**config.mk**
```make
export PLATFORM = sky130hd
export DESIGN_NAME = thermistor_i2c_readout
export DESIGN_NICKNAME = d
export VERILOG_FILES = /design/src/common/thermistor_i2c_pkg.sv /design/src/core/thermistor_i2c_readout.sv
export SDC_FILE = /design/constraint.sdc
export NUM_CORES = 1
export LEC_CHECK = 0
export BUFFER_PORTS_ARGS = -buffer_cell sky130_fd_sc_hd__buf_2
export CAP_MARGIN = 15
export CORE_ASPECT_RATIO = 0.6
export CORE_MARGIN = 3
export CORE_UTILIZATION = 57
export CTS_CLUSTER_DIAMETER = 150
export CTS_CLUSTER_SIZE = 14
export DETAILED_ROUTE_END_ITERATION = 12
export PLACE_DENSITY = 0.82
export SETUP_SLACK_MARGIN = 0.05
export SYNTH_ARGS = -nofsm -noshare
export SYNTH_HDL_FRONTEND = slang
export SYNTH_SLANG_ARGS = --single-unit
export TNS_END_PERCENT = 5
```
**constraint.sdc**
```tcl
create_clock -name clk -period 3.3 [get_ports clk]
set_input_delay 0.33 -clock clk [delete_from_list [all_inputs] [get_ports clk]]
set_output_delay 0.33 -clock clk [all_outputs]
set_load 0.01 [all_outputs]
```
**src/common/thermistor_i2c_pkg.sv**
```systemverilog
/*
  Constants of the panel temperature readout slave: timing, codes, map.
  Assumes a 40 MHz system clock and a bus master that owns the serial clock.
*/
package thermistor_i2c_pkg;
  // Clock and timing
  localparam int unsigned CLK_HZ = 40_000_000;
  localparam int unsigned CLK_PERIOD_NS = 25;
  localparam int unsigned GLITCH_NS = 50;
  localparam int unsigned FILT_CYCLES = GLITCH_NS / CLK_PERIOD_NS + 1;
  localparam int unsigned REFRESH_S = 60;
  localparam logic [63:0] REFRESH_CYCLES = 64'(REFRESH_S) * 64'(CLK_HZ);
  // Framing
  localparam logic [3:0] BYTE_BITS = 4'h8;
  // Register map
  localparam logic [7:0] REG_TEMPERATURE_CODE = 8'h00;
  localparam logic [7:0] TEMP_CODE_RESET = 8'h00;
  localparam logic [7:0] UNMAPPED_READ = 8'h00;
  // Clamp limits of the temperature code
  localparam logic [7:0] TEMP_CODE_MIN = 8'hF6;
  localparam logic [7:0] TEMP_CODE_MAX = 8'h55;
  // Slave address, value arbitrary
  localparam logic [6:0] DEFAULT_SLAVE_ADDR = 7'h2A;
endpackage

```
**src/core/thermistor_i2c_readout.sv**
```systemverilog
/*
  Two-wire slave exposing one read-only panel temperature code register.
  Assumes the pins are resolved outside (pull-up on data) and that the
  converter result on adc_temp is synchronous to clk.
*/
`timescale 1ns/1ps
module thermistor_i2c_readout
  import thermistor_i2c_pkg::*;
#(
  parameter logic [6:0] SLAVE_ADDR = DEFAULT_SLAVE_ADDR,
  parameter int unsigned ADC_W = 10,
  parameter logic [31:0] REFRESH_CYCLES_P = REFRESH_CYCLES[31:0]
) (
  // Clock and reset
  input wire logic clk,
  input wire logic rst_n,
  // Bus pins
  input wire logic scl_in,
  input wire logic sda_in,
  output logic sda_out,
  output logic sda_oe_n,
  // Converter result, signed degrees
  input wire logic signed [ADC_W-1:0] adc_temp
);

  typedef enum logic [3:0] {
    ST_IDLE, ST_ADDR, ST_ADDR_ACK, ST_SUB, ST_SUB_ACK,
    ST_WDATA, ST_WDATA_ACK, ST_RDATA, ST_RACK, ST_RNEXT
  } state_e;

  localparam logic signed [ADC_W-1:0] MIN_W = ADC_W'($signed(TEMP_CODE_MIN));
  localparam logic signed [ADC_W-1:0] MAX_W = ADC_W'($signed(TEMP_CODE_MAX));

  // Clamp converter result into the code range
  function automatic logic [7:0] clamp_code(input logic signed [ADC_W-1:0] t);
    if (t <= MIN_W) begin
      return TEMP_CODE_MIN;
    end
    if (t >= MAX_W) begin
      return TEMP_CODE_MAX;
    end
    return t[7:0];
  endfunction

  // Input synchronisers and glitch filters
  logic [1:0] sync1, sync2, filt, filt_d;
  logic [1:0] next_sync1, next_sync2, next_filt;
  logic [1:0] fcnt [2];
  logic [1:0] next_fcnt [2];
  logic scl_f, sda_f, scl_d, sda_d, sda_s;

  assign scl_f = filt[1];
  assign sda_f = filt[0];
  assign scl_d = filt_d[1];
  assign sda_d = filt_d[0];
  assign sda_s = sync2[0];

  // Next values of the filters: a level must hold for FILT_CYCLES samples
  always_comb begin
    next_sync1 = {scl_in, sda_in};
    next_sync2 = sync1;
    next_filt = filt;
    for (int i = 0; i < 2; i++) begin
      next_fcnt[i] = 2'h0;
      if (sync2[i] != filt[i]) begin
        if (fcnt[i] == 2'(FILT_CYCLES - 1)) begin
          next_filt[i] = sync2[i];
        end else begin
          next_fcnt[i] = fcnt[i] + 2'h1;
        end
      end
    end
  end

  // Registers of the filters, idle bus reads high
  always_ff @(posedge clk or negedge rst_n) begin
    if (!rst_n) begin
      sync1 <= 2'h3;
      sync2 <= 2'h3;
      filt <= 2'h3;
      filt_d <= 2'h3;
      fcnt[0] <= 2'h0;
      fcnt[1] <= 2'h0;
    end else begin
      sync1 <= next_sync1;
      sync2 <= next_sync2;
      filt <= next_filt;
      filt_d <= filt;
      fcnt[0] <= next_fcnt[0];
      fcnt[1] <= next_fcnt[1];
    end
  end

  // Periodic refresh of the temperature code
  logic [31:0] refresh_cnt, next_refresh_cnt;
  logic [7:0] temperature_code, next_temperature_code;
  logic refresh_tick;

  assign refresh_tick = (refresh_cnt == 32'h0000_0000);

  // First load right after reset, then one every refresh period
  always_comb begin
    next_refresh_cnt = refresh_cnt - 32'h0000_0001;
    next_temperature_code = temperature_code;
    if (refresh_tick) begin
      next_refresh_cnt = REFRESH_CYCLES_P - 32'h0000_0001;
      next_temperature_code = clamp_code(adc_temp);
    end
  end

  // Refresh registers
  always_ff @(posedge clk or negedge rst_n) begin
    if (!rst_n) begin
      refresh_cnt <= 32'h0000_0000;
      temperature_code <= TEMP_CODE_RESET;
    end else begin
      refresh_cnt <= next_refresh_cnt;
      temperature_code <= next_temperature_code;
    end
  end

  // Register read decode; the code comes in as an argument so that users see its changes
  function automatic logic [7:0] reg_read(input logic [7:0] sub, input logic [7:0] code);
    if (sub == REG_TEMPERATURE_CODE) begin
      return code;
    end
    return UNMAPPED_READ;
  endfunction

  // Bus protocol engine
  state_e state, next_state;
  logic [3:0] bitcnt, next_bitcnt;
  logic [7:0] shreg, next_shreg, txreg, next_txreg;
  logic [7:0] sub_ptr, next_sub_ptr;
  logic sub_valid, next_sub_valid;
  logic rw, next_rw, next_oe_n;
  logic scl_rise, scl_fall, start_cond, stop_cond;
  logic [7:0] read_sel;

  assign scl_rise = scl_f && !scl_d;
  assign scl_fall = !scl_f && scl_d;
  assign start_cond = scl_f && scl_d && sda_d && !sda_f;
  assign stop_cond = scl_f && scl_d && !sda_d && sda_f;
  // Pointer from this transfer, else the temperature code
  assign read_sel = reg_read(sub_valid ? sub_ptr : REG_TEMPERATURE_CODE,
                             temperature_code);

  // Next state: sample on clock rise, change the line on clock fall
  always_comb begin
    next_state = state;
    next_bitcnt = bitcnt;
    next_shreg = shreg;
    next_txreg = txreg;
    next_sub_ptr = sub_ptr;
    next_sub_valid = sub_valid;
    next_rw = rw;
    next_oe_n = sda_oe_n;
    if (start_cond) begin
      next_state = ST_ADDR;
      next_bitcnt = 4'h0;
      next_oe_n = 1'b1;
    end else if (stop_cond) begin
      next_state = ST_IDLE;
      next_oe_n = 1'b1;
      next_sub_valid = 1'b0;
    end else begin
      unique case (state)
        ST_IDLE: begin
          next_oe_n = 1'b1;
        end
        ST_ADDR, ST_SUB, ST_WDATA: begin
          if (scl_rise && bitcnt < BYTE_BITS) begin
            next_shreg = {shreg[6:0], sda_f};
            next_bitcnt = bitcnt + 4'h1;
          end else if (scl_fall && bitcnt == BYTE_BITS) begin
            if (state == ST_ADDR) begin
              if (shreg[7:1] == SLAVE_ADDR) begin
                next_oe_n = 1'b0;
                next_rw = shreg[0];
                next_state = ST_ADDR_ACK;
              end else begin
                next_state = ST_IDLE;
              end
            end else if (state == ST_SUB) begin
              next_sub_ptr = shreg;
              next_sub_valid = 1'b1;
              next_oe_n = 1'b0;
              next_state = ST_SUB_ACK;
            end else begin
              next_oe_n = 1'b0;
              next_state = ST_WDATA_ACK;
            end
          end
        end
        ST_ADDR_ACK: begin
          if (scl_fall) begin
            next_bitcnt = 4'h0;
            if (rw) begin
              next_oe_n = read_sel[7];
              next_txreg = {read_sel[6:0], 1'b0};
              next_bitcnt = 4'h1;
              next_state = ST_RDATA;
            end else begin
              next_oe_n = 1'b1;
              next_state = ST_SUB;
            end
          end
        end
        ST_SUB_ACK: begin
          if (scl_fall) begin
            next_oe_n = 1'b1;
            next_bitcnt = 4'h0;
            next_state = ST_WDATA;
          end
        end
        ST_WDATA_ACK: begin
          if (scl_fall) begin
            next_oe_n = 1'b1;
            next_state = ST_IDLE;
          end
        end
        ST_RDATA: begin
          if (scl_fall) begin
            if (bitcnt == BYTE_BITS) begin
              next_oe_n = 1'b1;
              next_state = ST_RACK;
            end else begin
              next_oe_n = txreg[7];
              next_txreg = {txreg[6:0], 1'b0};
              next_bitcnt = bitcnt + 4'h1;
            end
          end
        end
        ST_RACK: begin
          if (scl_rise) begin
            next_state = sda_f ? ST_IDLE : ST_RNEXT;
          end
        end
        ST_RNEXT: begin
          if (scl_fall) begin
            next_oe_n = read_sel[7];
            next_txreg = {read_sel[6:0], 1'b0};
            next_bitcnt = 4'h1;
            next_state = ST_RDATA;
          end
        end
      endcase
    end
  end

  // Protocol registers; the line is only ever pulled low
  always_ff @(posedge clk or negedge rst_n) begin
    if (!rst_n) begin
      state <= ST_IDLE;
      bitcnt <= 4'h0;
      shreg <= 8'h00;
      txreg <= 8'h00;
      sub_ptr <= 8'h00;
      sub_valid <= 1'b0;
      rw <= 1'b0;
      sda_oe_n <= 1'b1;
      sda_out <= 1'b0;
    end else begin
      state <= next_state;
      bitcnt <= next_bitcnt;
      shreg <= next_shreg;
      txreg <= next_txreg;
      sub_ptr <= next_sub_ptr;
      sub_valid <= next_sub_valid;
      rw <= next_rw;
      sda_oe_n <= next_oe_n;
      sda_out <= 1'b0;
    end
  end

  // Checks on the driven line, the decoder and the refresh
  line_low_only_a: assert property (@(posedge clk) disable iff (!rst_n)
    sda_out == 1'b0)
    else $error("data pin driven high");

  line_change_low_a: assert property (@(posedge clk) disable iff (!rst_n)
    $changed(sda_oe_n) |-> !scl_f || $past(start_cond) || $past(stop_cond))
    else $error("data line changed while clock high");

  start_detect_a: assert property (@(posedge clk) disable iff (!rst_n)
    start_cond |=> state == ST_ADDR && bitcnt == 4'h0)
    else $error("start not taken");

  stop_detect_a: assert property (@(posedge clk) disable iff (!rst_n)
    stop_cond |=> state == ST_IDLE && sda_oe_n)
    else $error("stop did not end transfer");

  addr_mismatch_a: assert property (@(posedge clk) disable iff (!rst_n)
    state == ST_ADDR && scl_fall && !start_cond && !stop_cond &&
    bitcnt == BYTE_BITS && shreg[7:1] != SLAVE_ADDR |=> state == ST_IDLE ##1 sda_oe_n)
    else $error("foreign address not ignored");

  addr_ack_a: assert property (@(posedge clk) disable iff (!rst_n)
    state == ST_ADDR && scl_fall && !start_cond && !stop_cond &&
    bitcnt == BYTE_BITS && shreg[7:1] == SLAVE_ADDR |=> !sda_oe_n && state == ST_ADDR_ACK)
    else $error("own address not acknowledged");

  read_msb_first_a: assert property (@(posedge clk) disable iff (!rst_n)
    state == ST_ADDR_ACK && scl_fall && rw && !start_cond && !stop_cond
    |=> sda_oe_n == $past(read_sel[7]) && txreg == {$past(read_sel[6:0]), 1'b0})
    else $error("read byte not started with msb");

  glitch_reject_a: assert property (@(posedge clk) disable iff (!rst_n)
    $changed(sda_f) |-> $past(sda_s, 1) == sda_f && $past(sda_s, 2) == sda_f &&
    $past(sda_s, 3) == sda_f)
    else $error("short pulse passed the filter");

  code_clamped_a: assert property (@(posedge clk) disable iff (!rst_n)
    $past(refresh_tick) && $past(rst_n) |-> temperature_code == clamp_code($past(adc_temp)) &&
    $signed(temperature_code) >= $signed(TEMP_CODE_MIN) &&
    $signed(temperature_code) <= $signed(TEMP_CODE_MAX))
    else $error("temperature code out of range");

  refresh_only_a: assert property (@(posedge clk) disable iff (!rst_n)
    $changed(temperature_code) |-> $past(refresh_tick))
    else $error("temperature code changed between refreshes");

endmodule

```
# ---- Yosys cells after proc, flatten, opt, wreduce, memory -nomap -nowiden
# Index checks and enable logic that the tools add are counted.
dict set report classes {
  add_sub_neg 4
  magnitude_cmp 3
  eq_ne 40
  mux 69
  bitwise 4
  reduce_logical 35
}
# op n
set op_table {}
lappend op_table {{8-bit two-way mux} 12}
lappend op_table {{4-bit two-way mux} 20}
lappend op_table {{4-bit inequality test, second input constant} 9}
lappend op_table {{32-bit logical NOT} 1}
lappend op_table {{32-bit two-way mux} 1}
lappend op_table {{32-bit by 1-bit subtractor with 32-bit output, second input constant} 1}
lappend op_table {{4-bit case mux with 7 select lines} 1}
lappend op_table {{1-bit two-way mux} 25}
lappend op_table {{8-bit case mux with 3 select lines} 1}
lappend op_table {{8-bit AND reduction} 3}
lappend op_table {{4-bit case mux with 5 select lines} 1}
lappend op_table {{3-bit inequality test, second input constant} 6}
lappend op_table {{4-bit by 3-bit equality test with 1-bit output, second input constant} 4}
lappend op_table {{2-bit inequality test, second input constant} 8}
lappend op_table {{7-bit AND reduction} 2}
lappend op_table {{4-bit equality test, second input constant} 3}
lappend op_table {{2-bit two-way mux} 6}
lappend op_table {{10-bit by 8-bit >= comparator with 1-bit output, second input constant} 1}
lappend op_table {{10-bit by 5-bit <= comparator with 1-bit output, second input constant} 1}
lappend op_table {{10-bit AND reduction} 1}
lappend op_table {{1-bit logical AND} 9}
lappend op_table {{9-bit nonzero test} 1}
lappend op_table {{4-bit by 2-bit equality test with 1-bit output, second input constant} 2}
lappend op_table {{8-bit logical NOT} 1}
lappend op_table {{23 further kinds} 35}
dict set report word_totals {
  regBits 87
  inputBits 14
  output_inout_bits 2
  wordCells 172
}

# ---- Logic depth before layout (Yosys ltp)
dict set report depth {
  word_depth 9
  depth_mapped 8
}

# ---- Worst setup path after synthesis
# No wires, ideal clock.
dict set report synth_path {
  path_type {register to register}
  from {register refresh_cnt[8]}
  to {register temperature_code[1]}
  setup_ps 125
  arrival_time_ps 2351
  t_required_ps 3175
  path_slack_ps 825
  stages_incl_launch_ff 8
  path_buffers 2
  synth_period_minus_slack_ps 2475
  cell_sequence {dfrtp_1 -> or4_4 -> or3_1 -> buf_6 -> nor3b_1 -> and2_1 -> buf_4 -> mux2_2}
}
dict set report synth_via {
  elab_chain_cells 1
}
# element line_no
set synth_rtl {}
lappend synth_rtl {{from (decl)} thermistor_i2c_readout.sv:95} ;# logic [31:0] refresh_cnt, next_refresh_cnt;
lappend synth_rtl {{from (signal assigned)} thermistor_i2c_readout.sv:117} ;# refresh_cnt <= next_refresh_cnt;
lappend synth_rtl {{32-bit logical NOT} thermistor_i2c_readout.sv:99} ;# assign refresh_tick = (refresh_cnt == 32'h0000_0000);
lappend synth_rtl {{to (signal assigned)} thermistor_i2c_readout.sv:118} ;# temperature_code <= next_temperature_code;
lappend synth_rtl {{to (decl)} thermistor_i2c_readout.sv:96} ;# logic [7:0] temperature_code, next_temperature_code;
# No other way between the ends.
# A chain may end at the register's enable or synchronous reset.

# ---- Worst setup path in the final report
dict set report layout_path {
  from {register refresh_cnt[15]}
  to {register temperature_code[1]}
}
# Same word-level chain as after synthesis.

==> metrics.txt <==
drt wl/cell=16.6 µm; Worst Hold Endpoint=next_sync2[1]; placed insts=537; design area=4870 µm²; Synth Cell Area=4380 µm²; ys flop type=dfrtp_1; I/O Buffers=14; Synth warnings=0; sequential share of power=0.411; Worst setup SP type=flop; max-slew violations=0; initial antenna violation count=0; sw power=1.23 mW; Filler cells=538; layout cells sized above 1=0.187; Tcrit/Tclk final=0.853; Syn Area/Cell=10.1 µm²; fmax=0.355 GHz; Total GRT Usage=0.220; Worst R2R Path Depth=5; Cell variety after synth=60; share of flip-flops with an asynchronous set or reset=1.00; largest net degree at the start of global routing=87; root buf cell=clkbuf_16; vias in the first global route=3018; via count=3315; gr ovfl total=0; XOR/XNOR share of the synthesized area=0.0600; Synth Area in Simple Gates=0.213; initial DRC count=355; crit path kind=flop to flop; final antenna-violating net count=0; Setup violations, final=0; Worst Max-Slew Pin Slew=1.05 ns; hold_buf cts=0; sw frac=0.335; worst clock skew=0.00832 ns; CTS clk-pin slew, worst paths=0.06 ns; compound-gate portion of the synthesized area=0.0903; Initial Util=0.595; mux share of post-synthesis cell area=0.0986; status=finished clean; WHS=0.0851 ns; ant diodes=0; worst hold path class=input pin to flop; setup TNS=0 ns; worst-path maximum fanout=11; maximum VDD drop=0.000416 V; combinational family with the most area after synthesis=simple AND/OR/NAND/NOR gates; H-tree levels=3; Hold Path Origin=scl_in; worst reg2reg setup slack=0.48 ns; PnR worst setup slack=0.484 ns; first-pass GRT wire length=15.2 mm; final core area utilization=0.662; relative slew slack=0.298; Placement Setup Slack=0.505 ns; clock power share=0.313; DRC violation count after routing=0; min Tclk post-route=2.82 ns; FF-to-FF End=temperature_code[1]; Hold Fails Final Rpt=0; Adder-Cell Fraction of Synth Area=0.0114; Worst EP arrival=3.05 ns; register area share after synthesis=0.494; Design Power=3.68 mW; max cap viols=0; Area after DPL=4540 µm²; clk_lat worst skew=0.34 ns; Area Overhead vs Synth=11.3%; I/O pins=16; Die X=119 µm; clock sink count=86; hpwl dp=5.95 mm; fin cells=553; syn nets=450; clock tree buffer depth=2; PD cells=755 nW/µm²; Hold Path Depth=1; postcts setup bufs=0; Nets=462; post-synthesis sequential element count=86; row count=24; Total Die Area=8800 µm²; Vias/cell=5.99; GP Congestion=1.01; Post-synth EDFFs=0; CTS tree=done; Internal=2.45 mW; Num CTS Buffers=9; Crit Reg-Reg Startpoint=refresh_cnt[15]; # resized after CTS=0; RSZ-0062 raised after global routing=no; drt total wl=9.19 mm; Setup crit end kind=flop; die span in y=73.9 µm; Syn Inst Count=432; Leakage=2.04 nW; Critical Path RT=3.53 ns; Core Footprint=7360 µm²; Gate power share=0.276; DRT Pass-1 Iters=5
[how the worst max path moves through the flow]
| stage | start | endpoint |
|---|---|---|
| floorplan | refresh_cnt[8] | temperature_code[1] |
| global placement | refresh_cnt[15] | temperature_code[1] |
| detailed placement | refresh_cnt[15] | temperature_code[6] |
| CTS | refresh_cnt[15] | temperature_code[3] |
| global route | refresh_cnt[15] | temperature_code[6] |
| finish | refresh_cnt[15] | temperature_code[1] |
[state kept, by name, indices dropped and copies added, names as in the netlist]
signal,cells
sub_valid,1
shreg,8
sync2,2
sda_oe_n,1
rw,1
temperature_code,8
state,4
filt,2
bitcnt,4
sub_ptr,8
refresh_cnt,32
txreg,7
fcnt,4
filt_d,2
next_sync2,2
[cells in the mapped netlist, drive strengths merged (6+ instances only)]
cell type / instances / area (µm²)
clkbuf: 13 / 48.8
buf: 7 / 50.0
nor2: 36 / 135
o21ai: 14 / 70.1
a21oi: 14 / 70.1
dfstp: 9 / 236
or3: 7 / 48.8
nand3: 14 / 70.1
dfrtp: 77 / 1930
inv: 11 / 41.3
nand2b: 7 / 43.8
mux2: 33 / 372
mux2i: 6 / 60.1
nor3b: 7 / 52.6
xnor2: 25 / 219
nor4: 12 / 75.1
nor3: 19 / 95.1
nand2: 50 / 188
[cells by family (layout without fill, tap and decap cells)]
kind of cell / count (synthesis) / after routing
AOI/OAI and AO/OA: 60 / 60
xor gates and xnor gates: 30 / 30
adders and majority gates: 4 / 4
buffers and inverters: 31 / 48
DFF: 86 / 86
muxes: 39 / 39
other: 1 / 1
and+or+nand+nor: 181 / 181
[power by group through the flow]
stage                     Combinational (mW)  Sequential [mW]  Clock, mW
after global routing                    1.10             1.54       1.23
after detailed placement               0.964             1.51          0
final                                   1.02             1.51       1.15
after CTS                              0.994             1.50       1.17
after floorplan                        0.845             1.37          0
after global placement                 0.916             1.50          0
[worst max-delay path, cell delays in order (launching register included)]
cell and delay [ns]:
dfrtp_1 0.41, or4_4 0.56, or3_1 0.49, nor3b_1 0.47
and2_1 0.40, mux2_2 0.38
[routing by layer]
metal | global-route usage | share of wire | wire (µm) | vias up
met5 | 0 | 0 | 0 | -
met4 | 0.0436 | 0.0077 | 71 | 0
met3 | 0.0723 | 0.081 | 743 | 9
met2 | 0.320 | 0.43 | 3970 | 139
met1 | 0.323 | 0.48 | 4400 | 1611
li1 | - | - | - | 1556
[layout by cell type, fill, tap and decap left out, drive strengths merged, types with 3 or more instances in the layout]
cell / instances
bufinv: 3
dfrtp: 77
mux2i: 6
clkbuf: 10
buf: 21
a31oi: 5
or4: 4
dfstp: 9
and3: 3
nor4: 12
nor2b: 5
inv: 12
nand2: 50
nand3b: 3
mux2: 33
nand3: 14
a21oi: 14
nor2: 36
nor3b: 7
nor3: 19
or3: 7
xor2: 5
nand2b: 7
xnor2: 25
ha: 4
o21ai: 14
[final cells by class]
cell class	instances	area [µm²]	share of cell area
Clock buffer	10	229	0.0470
Inverter	11	41.3	0.00847
Timing Repair Buffer	21	125	0.0257
Clock inverter	6	109	0.0223
Sequential cell	86	2160	0.444
Multi-Input combinational cell	315	2080	0.426
Tap cell	104	130	0.0267
No activity file was read; power rests on OpenSTA's default activity.
